<file path="src/hdl/lcis_regs.svh">
// Purpose: register offsets, masks, field positions and codes of the input selector
// Assumes: word-aligned registers decoded on the low address byte
// Notes:   definitions only
`ifndef LCIS_REGS_SVH
`define LCIS_REGS_SVH

`define LCIS_SEL_OFS      8'h00
`define LCIS_GLS_OFS      8'h04
`define LCIS_POL_OFS      8'h08
`define LCIS_STAT_OFS     8'h0C

`define LCIS_SEL_MASK     32'h0000_7777
`define LCIS_SEL_RST      32'h0000_0000
`define LCIS_GLS_RST      32'h0000_0000
`define LCIS_POL_MASK     32'h0000_000F
`define LCIS_POL_RST      4'h0
`define LCIS_ZERO_WORD    32'h0000_0000

`define LCIS_SEL1_LSB     0
`define LCIS_SEL2_LSB     4
`define LCIS_SEL3_LSB     8
`define LCIS_SEL4_LSB     12
`define LCIS_SEL_RSVD     32'h0000_0888

`define LCIS_GATE_STRIDE  8
`define LCIS_SRC_STRIDE   2

`define LCIS_CODE_0       3'h0
`define LCIS_CODE_1       3'h1
`define LCIS_CODE_3       3'h3
`define LCIS_CODE_4       3'h4
`define LCIS_CODE_5       3'h5
`define LCIS_CODE_7       3'h7

`define LCIS_G1_D1_TRUE   32'h0000_0002
`define LCIS_G1_D1_NEG    32'h0000_0001
`define LCIS_G4_D3_TRUE   32'h2000_0000
`define LCIS_G1_BYTE      7:0
`define LCIS_G1_D12_TRUE  8'h0A

`endif

</file>
<file path="src/hdl/lcis_pkg.sv">
// Purpose: shared types of the logic cell input selector
// Assumes: nothing beyond the header of offsets
// Notes:   htrans values follow the public bus encoding
package lcis_pkg;
   typedef logic [31:0] lcis_word_t;
   typedef logic [3:0]  lcis_nib_t;
   typedef logic [2:0]  lcis_code_t;
   typedef logic [7:0]  lcis_ofs_t;
   typedef enum logic [1:0]
   {
      LCIS_IDLE   = 2'h0,
      LCIS_BUSY   = 2'h1,
      LCIS_NONSEQ = 2'h2,
      LCIS_SEQ    = 2'h3
   } lcis_htrans_t;
endpackage : lcis_pkg

</file>
<file path="src/hdl/lcis_gate_if.sv">
// Purpose: carries selected sources, enables and polarity to the gate matrix
// Assumes: one driver per signal
// Notes:   ctl is the register side, mat the matrix side
`timescale 1ns/1ns
interface lcis_gate_if;
   import lcis_pkg::*;
   lcis_nib_t  src;
   lcis_word_t enable;
   lcis_nib_t  invert;
   lcis_nib_t  gate;
   modport ctl (output src, output enable, output invert, input gate);
   modport mat (input src, input enable, input invert, output gate);
endinterface : lcis_gate_if

</file>
<file path="src/hdl/lcis_gate_matrix.sv">
// Purpose: four gates, each an OR of enabled true and inverted sources
// Assumes: enable word laid out one byte per gate, two bits per source
// Notes:   purely combinational; the top registers the result
`timescale 1ns/1ns
`include "lcis_regs.svh"
module lcis_gate_matrix
#(
   parameter int NGATES = 4,
   parameter int NSRC   = 4
)
(
   lcis_gate_if.mat gif
);
   import lcis_pkg::*;

   function automatic logic gate_term
   (
      input lcis_word_t en,
      input lcis_nib_t  src,
      input int         g
   );
      logic acc;
      int   base;
      acc = 1'h0;
      for (int d = 0; d < NSRC; d++)
      begin
         base = `LCIS_GATE_STRIDE * g + `LCIS_SRC_STRIDE * d;
         acc  = acc | (en[base + 1] & src[d]);
         acc  = acc | (en[base] & ~src[d]);
      end
      return acc;
   endfunction : gate_term

   always_comb
   begin
      for (int g = 0; g < NGATES; g++)
      begin
         // no enable set leaves the OR at zero before polarity
         gif.gate[g] = gate_term(gif.enable, gif.src, g) ^ gif.invert[g];
      end
   end
endmodule : lcis_gate_matrix

</file>
<file path="src/hdl/lcis_top.sv">
// Purpose: input selection front end of one configurable logic cell, AHB-Lite registers
// Assumes: source inputs synchronous to clk_sys; single word transfers only
// Notes:   both cells use this module; wiring of uart/spi/peer ports tells them apart
//
// How it works
// - second cell mux4: sdi, compares, calendar, pin B
// - select bits 11, 7, 3 read zero
// - first cell mux3: compares, uart rx, sdo, pin A
// - second cell mux3 uses its own peripherals
// - first cell mux2: match, adc, uart tx, pin B
// - second cell mux2 uses uart2, first cell out
// - mux1 picks multi outputs, clocks or pin A
// - true enable bit feeds source to gate
// - negated enable bit feeds inverted source
// - enable register: byte per gate, reset zero
// - source 4 pair is top of byte
// - first cell mux4: sdi1, compares, peer out
// - per-gate polarity inverts gate output
//
// The address map and the AHB-Lite interface to the registers are this design's own decisions.
`timescale 1ns/1ns
`include "lcis_regs.svh"
module lcis_top
(
   input  wire  logic               clk_sys,
   input  wire  logic               rst,
   input  wire  logic               hsel,
   input  wire  lcis_pkg::lcis_word_t haddr,
   input  wire  logic [1:0]         htrans,
   input  wire  logic               hwrite,
   input  wire  logic [2:0]         hsize,
   input  wire  lcis_pkg::lcis_word_t hwdata,
   input  wire  logic               hready,
   output logic                     hreadyout,
   output logic                     hresp,
   output lcis_pkg::lcis_word_t     hrdata,
   input  wire  logic               cell_input_pin_a,
   input  wire  logic               cell_input_pin_b,
   input  wire  logic               system_clock_source,
   input  wire  logic               secondary_osc_clock,
   input  wire  logic               low_power_rc_clock,
   input  wire  logic               reference_clock_out,
   input  wire  logic               multi_compare_out_a,
   input  wire  logic               multi_compare_out_b,
   input  wire  logic               multi_compare_out_c,
   input  wire  logic               multi_capture_match,
   input  wire  logic               second_capture_match,
   input  wire  logic               third_capture_match,
   input  wire  logic               second_single_compare_out,
   input  wire  logic               third_single_compare_out,
   input  wire  logic               calendar_event_source,
   input  wire  logic               adc_conv_done,
   input  wire  logic               comparator_one_out,
   input  wire  logic               comparator_two_out,
   input  wire  logic               uart_rx_in,
   input  wire  logic               uart_tx_out,
   input  wire  logic               spi_data_in,
   input  wire  logic               spi_data_out,
   input  wire  logic               own_cell_out,
   input  wire  logic               peer_cell_out,
   output lcis_pkg::lcis_nib_t      gate_out
);
   import lcis_pkg::*;

   lcis_gate_if gif ();

   lcis_word_t sel_r;
   lcis_word_t sel_nxt;
   lcis_word_t gls_r;
   lcis_word_t gls_nxt;
   lcis_nib_t  pol_r;
   lcis_nib_t  pol_nxt;
   lcis_nib_t  gate_out_r;
   lcis_word_t hrdata_r;
   logic       wr_pend_r;
   lcis_ofs_t  wr_ofs_r;
   logic       take;
   logic       rd_take;
   lcis_code_t code1;
   lcis_code_t code2;
   lcis_code_t code3;
   lcis_code_t code4;

   function automatic lcis_code_t field
   (
      input lcis_word_t word,
      input int         lsb
   );
      return word[lsb +: 3];
   endfunction : field

   // one candidate per code; reserved slots are tied low by the caller
   function automatic logic src_pick
   (
      input lcis_code_t code,
      input logic [7:0] opts
   );
      return opts[code];
   endfunction : src_pick

   function automatic lcis_word_t read_word
   (
      input lcis_ofs_t  ofs,
      input lcis_word_t sel,
      input lcis_word_t gls,
      input lcis_nib_t  pol,
      input lcis_nib_t  gates
   );
      lcis_word_t w;
      w = `LCIS_ZERO_WORD;
      case (ofs)
         `LCIS_SEL_OFS  : w = sel & `LCIS_SEL_MASK;
         `LCIS_GLS_OFS  : w = gls;
         `LCIS_POL_OFS  : w = {28'h0, pol};
         `LCIS_STAT_OFS : w = {28'h0, gates};
         default        : w = `LCIS_ZERO_WORD;
      endcase
      return w;
   endfunction : read_word

   assign take      = hsel & hready & ((htrans == LCIS_NONSEQ) | (htrans == LCIS_SEQ));
   assign rd_take   = take & ~hwrite;
   assign hreadyout = 1'h1;
   assign hresp     = 1'h0;
   assign hrdata    = hrdata_r;
   assign gate_out  = gate_out_r;

   // bus address phase: remember a pending write for its data phase
   always_ff @(posedge clk_sys or posedge rst)
   begin
      if (rst)
      begin
         wr_pend_r <= 1'h0;
         wr_ofs_r  <= `LCIS_SEL_OFS;
      end
      else if (take)
      begin
         wr_pend_r <= hwrite;
         wr_ofs_r  <= haddr[7:0];
      end
      else if (hready)
      begin
         wr_pend_r <= 1'h0;
      end
   end

   always_comb
   begin
      sel_nxt = sel_r;
      gls_nxt = gls_r;
      pol_nxt = pol_r;
      if (wr_pend_r)
      begin
         case (wr_ofs_r)
            `LCIS_SEL_OFS : sel_nxt = hwdata & `LCIS_SEL_MASK;
            `LCIS_GLS_OFS : gls_nxt = hwdata;
            `LCIS_POL_OFS : pol_nxt = hwdata[3:0];
            default       : sel_nxt = sel_r;
         endcase
      end
   end

   always_ff @(posedge clk_sys or posedge rst)
   begin
      if (rst)
      begin
         sel_r <= `LCIS_SEL_RST;
         gls_r <= `LCIS_GLS_RST;
         pol_r <= `LCIS_POL_RST;
      end
      else
      begin
         sel_r <= sel_nxt;
         gls_r <= gls_nxt;
         pol_r <= pol_nxt;
      end
   end

   // read data built from next values so a write right before a read is seen
   always_ff @(posedge clk_sys or posedge rst)
   begin
      if (rst)
      begin
         hrdata_r <= `LCIS_ZERO_WORD;
      end
      else if (rd_take)
      begin
         hrdata_r <= read_word(haddr[7:0], sel_nxt, gls_nxt, pol_nxt, gate_out_r);
      end
   end

   assign code1 = field(sel_r, `LCIS_SEL1_LSB);
   assign code2 = field(sel_r, `LCIS_SEL2_LSB);
   assign code3 = field(sel_r, `LCIS_SEL3_LSB);
   assign code4 = field(sel_r, `LCIS_SEL4_LSB);

   // clocks are sampled by clk_sys here, so sources near its rate alias
   assign gif.src[0] = src_pick(code1, {multi_compare_out_c, multi_compare_out_b,
      multi_compare_out_a, reference_clock_out, low_power_rc_clock,
      secondary_osc_clock, system_clock_source, cell_input_pin_a});
   assign gif.src[1] = src_pick(code2, {1'h0, multi_capture_match, 1'h0,
      adc_conv_done, uart_tx_out, comparator_one_out, peer_cell_out,
      cell_input_pin_b});
   assign gif.src[2] = src_pick(code3, {third_capture_match, second_capture_match,
      second_single_compare_out, uart_rx_in, spi_data_out, comparator_two_out,
      own_cell_out, cell_input_pin_a});
   assign gif.src[3] = src_pick(code4, {third_capture_match, multi_capture_match,
      calendar_event_source, 1'h0, spi_data_in, third_single_compare_out,
      peer_cell_out, cell_input_pin_b});
   assign gif.enable = gls_r;
   assign gif.invert = pol_r;

   lcis_gate_matrix #(.NGATES(4), .NSRC(4)) u_matrix
   (
      .gif (gif.mat)
   );

   always_ff @(posedge clk_sys or posedge rst)
   begin
      if (rst)
      begin
         gate_out_r <= `LCIS_POL_RST;
      end
      else
      begin
         gate_out_r <= gif.gate;
      end
   end
endmodule : lcis_top
</file>
<file path="config.mk">
export PLATFORM = sky130hd
export DESIGN_NAME = lcis_top
export DESIGN_NICKNAME = d
export VERILOG_FILES = /design/src/hdl/lcis_pkg.sv /design/src/hdl/lcis_gate_if.sv /design/src/hdl/lcis_gate_matrix.sv /design/src/hdl/lcis_top.sv
export VERILOG_INCLUDE_DIRS = /design/src /design/src/hdl
export SDC_FILE = /design/constraint.sdc
export NUM_CORES = 1
export LEC_CHECK = 0
export CAP_MARGIN = 10
export CORE_UTILIZATION = 50
export DETAILED_ROUTE_END_ITERATION = 8
export DONT_BUFFER_PORTS = 1
export GPL_ROUTABILITY_DRIVEN = 0
export PLACE_DENSITY = 0.68
export SLEW_MARGIN = 20
export SYNTH_ARGS = -nofsm -noshare
export SYNTH_HDL_FRONTEND = slang
export SYNTH_SLANG_ARGS = --single-unit
</file>
<file path="constraint.sdc">
create_clock -name clk_sys -period 2.62 [get_ports clk_sys]
set_input_delay 0.393 -clock clk_sys [delete_from_list [all_inputs] [get_ports clk_sys]]
set_output_delay 0.393 -clock clk_sys [all_outputs]
set_load 0.01 [all_outputs]
</file>
# Word level (Yosys, flattened, before mapping)
# Index checks and enable logic that the tools add are counted.
# W data, S select, Z words.
word_totals:
  out_inout_bits: 38
  in_bits: 98
  regBits: 93
op_classes:
  n_eq_ne: 7
  mux: 17
  bitwise_logic: 73
  n_reduce_logical: 3
  order_cmp: 4
ops:
  columns: ["op", "n"]
  rows:
  - ["$pmux W32 S4", 1]
  - ["$mux W32", 2]
  - ["$and A1 B1 Y1", 35]
  - ["$mux W15", 2]
  - ["$or A1 B1 Y1", 29]
  - ["$eq A8 B4 Y1 const B", 3]
  - ["$eq A8 B3 Y1 const B", 2]
  - ["$logic_not A8 Y1", 2]
  - ["$lt A3 B4 Y1 const B", 4]
  - ["$bmux W1 S3", 4]
  - ["$mux W4", 2]
  - ["$mux W1", 6]
  - ["$not A1 Y1", 5]
  - ["$eq A2 B2 Y1 const B", 2]
  - ["$xor A1 B1 Y1", 4]
  - ["$reduce_bool A2 Y1", 1]

# Logic depth before layout (Yosys ltp)
# Gate-level depths: netlist of run 1.
depth:
  depth_word: 12
  ltp_mapped: 8
  ltp_nobuf: 5

# By module
# A second synthesis of run 1 with hierarchy kept.
unflattened:
  hier_cells: 295
  area_unflattened_um2: 4175.3
modules_own_cells:
  columns: ["mod", "seq_area_each_um2", "area_per_inst_um2", "cells_per_inst", "instances"]
  rows:
  - ["lcis_top", 2327.2, 3935.0, 267, 1]
  - ["lcis_gate_matrix", 0.0, 240.2, 28, 1]

# Worst setup path before layout of run 1
# No wires, ideal clock.
synth_path:
  path_kind: "flip-flop to flip-flop"
  start: "register wr_ofs_r[1]"
  end: "register hrdata_r[2] (netlist: hrdata[2])"
  t_required_ns: 2.494
  path_slack_ns: 0.581
  arrival_time_ns: 1.913
  synth_period_minus_slack_ns: 2.039
  stages_incl_launch_ff: 7
  cell_sequence: "dfrtp_1 > nor4b_2 > and4bb_2 > buf_6 > mux2_2 > a22o_1 > a221o_1"
synth_via:
  elab_chain_len: 4
synth_rtl:
  columns: ["element", "line_no", "rtl"]
  rows:
  - ["start: declaration", "lcis_top.sv:76", "lcis_ofs_t wr_ofs_r;"]
  - ["start signal: assignment", "lcis_top.sv:134", "wr_ofs_r <= `LCIS_SEL_OFS;"]
  - ["start signal: assignment", "lcis_top.sv:139", "wr_ofs_r <= haddr[7:0];"]
  - ["$logic_not A8 Y1", "lcis_top.sv:154", "case (wr_ofs_r)"]
  - ["$mux W15", "lcis_top.sv:154", null]
  - ["$mux W15", "lcis_top.sv:152", "if (wr_pend_r)"]
  - ["via sel_nxt[2]", "lcis_top.sv:68", "lcis_word_t sel_nxt;"]
  - ["$pmux W32 S4", "lcis_top.sv:111", "case (ofs)"]
  - ["end signal: assignment", "lcis_top.sv:184", "hrdata_r <= `LCIS_ZERO_WORD;"]
  - ["end signal: assignment", "lcis_top.sv:188", "hrdata_r <= read_word(haddr[7:0], sel_nxt, gls_nxt, pol_nxt, gate_out_r);"]
  - ["end: declaration", "lcis_top.sv:74", "lcis_word_t hrdata_r;"]
# The timed path passes the listed nets, and every way through them passes these cells.
# A chain may end at the register's enable or synchronous reset.

# Worst setup path after layout of run 1
layout_path:
  start: "register wr_ofs_r[5]"
  end: "register hrdata_r[1] (netlist: hrdata[1])"
layout_via:
  elab_chain_len: 4
layout_rtl:
  columns: ["element", "line_no", "rtl"]
  rows:
  - ["$eq A8 B3 Y1", "lcis_top.sv:154", null]
  - ["$mux W32", "lcis_top.sv:154", null]
  - ["$mux W32", "lcis_top.sv:152", null]
  - ["via gls_nxt[1]", "lcis_top.sv:70", "lcis_word_t gls_nxt;"]
  - ["$pmux W32 S4", "lcis_top.sv:111", null]
# The timed path passes the listed nets, and every way through them passes these cells.

==> results of run 1 <==
layout by cell type (no fill, tap or decap), types with 3 or more instances in the layout:
| cell | n |
|---|---|
| a221o_1 | 3 |
| a22o_1 | 39 |
| buf_4 | 12 |
| clkbuf_8 | 10 |
| dfrtp_1 | 93 |
| inv_1 | 4 |
| mux2_2 | 56 |
| mux2i_1 | 20 |
| mux4_2 | 6 |
| nand2b_1 | 6 |
| nand3_1 | 3 |
| nand4_1 | 4 |
| o211a_1 | 3 |
| xor2_1 | 4 |
registers in the layout, summed over array words and instances (netlist names):
register / count
gif.enable: 32
hrdata: 32
sel_r: 12
wr_ofs_r: 8
gate_out: 4
gif.invert: 4
wr_pend_r: 1
cell type report:
type,count,area (um^2)
Fill cell,643,3390
Sequential cell,93,2330
Multi-Input combinational cell,167,1690
Clock buffer,11,141
Timing Repair Buffer,15,140
Tap cell,102,128
Clock inverter,4,48.8
Inverter,5,22.5
worst max-delay path, delay by kind of cell (launching register included):
family                 cells  cell delay, ns
AOI/OAI and AO/OA          2            0.54
buffers and inverters      1            0.24
DFF                        1            0.39
muxes                      1            0.38
and+or+nand+nor            2            0.70
through the flow:
stage / setup slack, ns / cells / utilization / cell area, um^2
4_1_cts: 0.280 / 397 / 0.570 / 4500
3_3_place_gp: 0.325 / 381 / 0.545 / 4300
6_report: 0.273 / 397 / 0.570 / 4500
3_5_place_dp: 0.283 / 381 / 0.545 / 4300
2_1_floorplan: 0.581 / 281 / - / 4160
5_1_grt: 0.176 / 397 / 0.570 / 4500
metal layers:
| metal | vias to the layer above | GRT usage | part of all wire |
|---|---|---|---|
| li1 | 1076 | - | - |
| met3 | 13 | 0.0561 | 0.067 |
| met1 | 1235 | 0.286 | 0.42 |
| met2 | 84 | 0.373 | 0.50 |
| met5 | - | 0 | 0.0014 |
| met4 | 2 | 0.0782 | 0.014 |
cells by family (layout without fill, tap and decap cells):
kind of cell,Yosys count,after routing
buffers and inverters,21,35
and+or+nand+nor,28,28
DFF,93,93
other,2,2
AOI/OAI and AO/OA,49,49
xor gates and xnor gates,4,4
muxes,84,84
how the worst min path moves through the flow:
stage | endpoint | cells past startpoint | startpoint
3_5_place_dp | sel_r[0] | 1 | rst
3_3_place_gp | sel_r[0] | 1 | rst
5_1_grt | wr_pend_r | 1 | hready
4_1_cts | wr_pend_r | 1 | hready
2_1_floorplan | gate_out[0] | 1 | gif.invert[0]
6_report | wr_pend_r | 1 | hready
report_power, final:
part           switching [uW]  internal, uW
registers                 113          1570
clock network             466           461
logic                     206           246
==> results.cfg, run 1 <==
[status]
status = finished, final reports clean

[setup_path]
end_kind = register
critPathRequiredTime_ns = 2.85
crit_end = hrdata[1]
r2r-start = wr_ofs_r[5]
start_kind = register
path_class = register to register
reg2reg_to = hrdata[1]
reg2reg_depth = 6
critPathMaxFanout = 32
critPathLaunch = wr_ofs_r[5]
ff2ff_setup_slack_ns = 0.27
cp_cell_sequence = nor3_1 -> and4b_1 -> buf_12 -> mux2_2 -> a22o_1 -> a221o_1
slowest_delay_ns = 0.39
crit_arrival_ns = 2.57
crit_slowest_cell = dfrtp_1

[clock_network]
clkSlewWorstSetupHoldPaths_ns = 0.09
cts_tree = yes
cts_sinks = 93
cts_max_path_buffers = 2
insertion_delay_ns = 0.35
cts_resized = 0
numCtsBuffers = 9
htree_num_levels = 3
holdBufCountCts = 1
root_buffer = clkbuf_8
post_cts_buffers = 0

[routing]
postRouteWirelength_um = 9070
drt_pass1_iterations = 4
routedWlPerCell_um = 22.8
vias = 2410
drtAntennaViolNets = 0
drt_iter0_markers = 136
via_per_inst = 6.07
drc = 0

[synthesis]
syn_nets = 379
async_reset_ff_frac = 1.00
ys_seq_area_frac = 0.561
yosys.area_share.simple = 0.0533
synthMuxAreaShare = 0.239
synthDistinctLibCells = 36
synth_area_um2 = 4150
syn_area_per_cell_um2 = 14.8
synth_compound_area_frac = 0.104
synth.area.top_cells = dfrtp_1, mux2_2, a22o_1
synthCells = 281
ys_seq_elements = 93
synth_top_family_by_area = multiplexers
ys.flop_type = dfrtp_1
synth-edff-count = 0
synth_top_area_cell = dfrtp_1
synthAdderAreaFrac = 0
synth_xor_xnor_area_share = 0.00844
yosysMostFrequentCell = dfrtp_1
netlist_top_cells_count = dfrtp_1, mux2_2, a22o_1
synth_top_area_share = 0.561
yosysWarnings = 0

[timing]
slew_viol_final = 0
slew_headroom = 0.616
period_minus_slack_ns = 2.35
rsz0062_at_grt = false
tns_ns = 0
hold_violations = 0
setup_violations = 0
worst_slew_pin_slew_ns = 0.575
clock.fmax_mhz = 426
fin_hold_ws_ns = 0.138
fin_crit_sh = 0.896
fin_skew_ns = 0.0112

[floorplan]
io_pins = 136
fp.dieW_um = 93.1
core_area_um2 = 7890
start_util = 0.526
die_area_um2 = 8670
die_h_um = 93.1
std_cell_rows = 32

[finish]
areaGrowthSynthToFinish_pct = 8.32
n_antenna_cell = 0
nNetsFinal = 389
final_layout_size_suffix_gt1_frac = 0.336

[pwr]
power_uw = 3070
irDropWorstVdd_mv = 0.278
power.density_nw_per_um2 = 682
p_leak_uw = 0.00214

[min_path]
hp-class = input port to register

[flow_run]
drv_cap = 0

[placed_design]
dp_hpwl_um = 6480
io_buffers = 0

[grt]
grt_pass1_vias = 2686
grt_usage = 0.225
overflow = 0
antenna_found_initial = 1
grt_pass1_wl_um = 14400
grt_max_degree = 36
Note: power is estimated with default switching activity, not from simulation.
==> run 2, diff against run 1 <==
--- a/config.mk
+++ b/config.mk
@@ -7,11 +7,12 @@
 export NUM_CORES = 1
 export LEC_CHECK = 0
 export CAP_MARGIN = 10
+export CORE_ASPECT_RATIO = 1.4
 export CORE_UTILIZATION = 50
 export DETAILED_ROUTE_END_ITERATION = 8
 export DONT_BUFFER_PORTS = 1
 export GPL_ROUTABILITY_DRIVEN = 0
-export PLACE_DENSITY = 0.68
+export PLACE_DENSITY = 0.72
 export SLEW_MARGIN = 20
 export SYNTH_ARGS = -nofsm -noshare
 export SYNTH_HDL_FRONTEND = slang
==> run 2 against run 1 <==
The run now ends with negative hold slack left. Utilization barely moved. Global-route usage fell by 0.46 points. Sequential power barely moved. Total power rose by 15%. Register-to-register slack got worse by 0.04 ns. Clock skew fell by 0.0045 ns. Critical path type unchanged. Sequential share of layout area fell by 1.3 points. Combinational power barely moved. Non-clock buffer count did not move.
==> results.cfg, run 2 (same netlist as run 1, synthesis figures left out) <==
[routing]
drt_iter0_markers = 153
routedWlPerCell_um = 22.6
via_per_inst = 6.08
postRouteWirelength_um = 8990
drtAntennaViolNets = 0
drt_pass1_iterations = 4
drc = 0
vias = 2418

[floorplan]
start_util = 0.513
core_area_um2 = 8100
std_cell_rows = 39
die_area_um2 = 8680
io_pins = 136
die_h_um = 110
fp.dieW_um = 79.0

[placed_design]
io_buffers = 0
place_area_um2 = 4290
place_inst = 382
dp_hpwl_um = 6420

[grt]
antenna_found_initial = 0
grt_max_degree = 56
overflow = 0
grt_usage = 0.220
grt_pass1_wl_um = 13900
grt_pass1_vias = 2587

[clock_network]
post_cts_buffers = 0
cts_sinks = 93
root_buffer = clkbuf_16
insertion_delay_ns = 0.34
numCtsBuffers = 9
clkSlewWorstSetupHoldPaths_ns = 0.06
cts_max_path_buffers = 2
holdBufCountCts = 0
cts_tree = yes
cts_resized = 0
htree_num_levels = 3

[setup_path]
r2r-start = wr_ofs_r[1]
critPathMaxFanout = 8
critPathTopFamily = simple AND/OR/NAND/NOR gates
critPathRequiredTime_ns = 2.84
crit_buf_inv = 1
cp_common_cell = a22o_1
ff2ff_setup_slack_ns = 0.23
crit_end = hrdata[12]
crit_slowest_cell = and4b_1
slowest_delay_ns = 0.47
path_class = register to register
cp_cell_sequence = nor4b_2 -> and4b_1 -> buf_4 -> mux2_2 -> a22o_1 -> a22o_1
critPathLaunch = wr_ofs_r[1]
end_kind = register
reg2reg_to = hrdata[12]
critical_path_cell_count = 6
crit_arrival_ns = 2.61
start_kind = register
reg2reg_depth = 6

[timing]
clock.fmax_mhz = 419
tns_ns = 0
slew_viol_final = 0
fin_crit_sh = 0.911
setup_violations = 0
fin_hold_ws_ns = -0.00398
period_minus_slack_ns = 2.39
hold_violations = 4
rsz0062_at_grt = false
fin_skew_ns = 0.00666

[min_path]
hp-class = input port to asynchronous set/reset pin

[pwr]
power.density_nw_per_um2 = 767
pwr-share-comb = 0.128
power_uw = 3540
irDropWorstVdd_mv = 0.393
p_leak_uw = 0.00219
internal-power_uw = 2660
swShare = 0.248
switching_power_uw = 878
clkPwrFrac = 0.392
p_seq_frac = 0.480

[status]
violations = negative hold slack
status = finished, violations left

[finish]
n_antenna_cell = 0
final-instance-count-excl-fill = 398
final_layout_size_suffix_gt1_frac = 0.345
nNetsFinal = 389
finalInstanceArea_um2 = 4610
layout_commonest_cell = dfrtp_1
final_cell_mix = dfrtp_1, mux2_2, a22o_1, mux2i_1, buf_4
areaGrowthSynthToFinish_pct = 11.2

[flow_run]
drv_cap = 0
[run 2: cell type report]
type	count	area, um^2
Clock buffer	9	225
Clock inverter	7	97.6
Fill cell	693	3490
Inverter	5	22.5
Multi-Input combinational cell	167	1690
Sequential cell	93	2330
Tap cell	102	128
Timing Repair Buffer	15	125
[run 2: worst min path at each step]
stage                   from          end  slack, ns
6_report                 rst   hrdata[14]     -0.004
5_1_grt                  rst   hrdata[14]       0.02
4_1_cts                  rst   hrdata[14]       0.01
3_5_place_dp             rst   hrdata[14]       0.38
3_3_place_gp             rst   hrdata[11]       0.37
2_1_floorplan  gif.invert[0]  gate_out[0]       0.44
[run 2: metal layers]
layer | GRT usage | part of all wire | up-vias
met5 | 0 | 0 | -
met4 | 0.0831 | 0.015 | 0
met3 | 0.0763 | 0.068 | 8
met2 | 0.357 | 0.52 | 80
met1 | 0.270 | 0.40 | 1248
li1 | - | - | 1082
[run 2: stage by stage]
stage / util / setup slack (ns)
2_1_floorplan: - / 0.581
3_3_place_gp: 0.530 / 0.262
3_5_place_dp: 0.530 / 0.225
4_1_cts: 0.570 / 0.198
5_1_grt: 0.570 / 0.0918
6_report: 0.570 / 0.232
[run 2: power by group through the flow]
stage                     sequential [uW]  clock, uW  combinational (uW)
after floorplan                      1690          0                 353
after global placement               1720          0                 446
after detailed placement             1730          0                 457
after CTS                            1700       1420                 460
after global routing                 1720       1470                 490
final                                1700       1390                 453
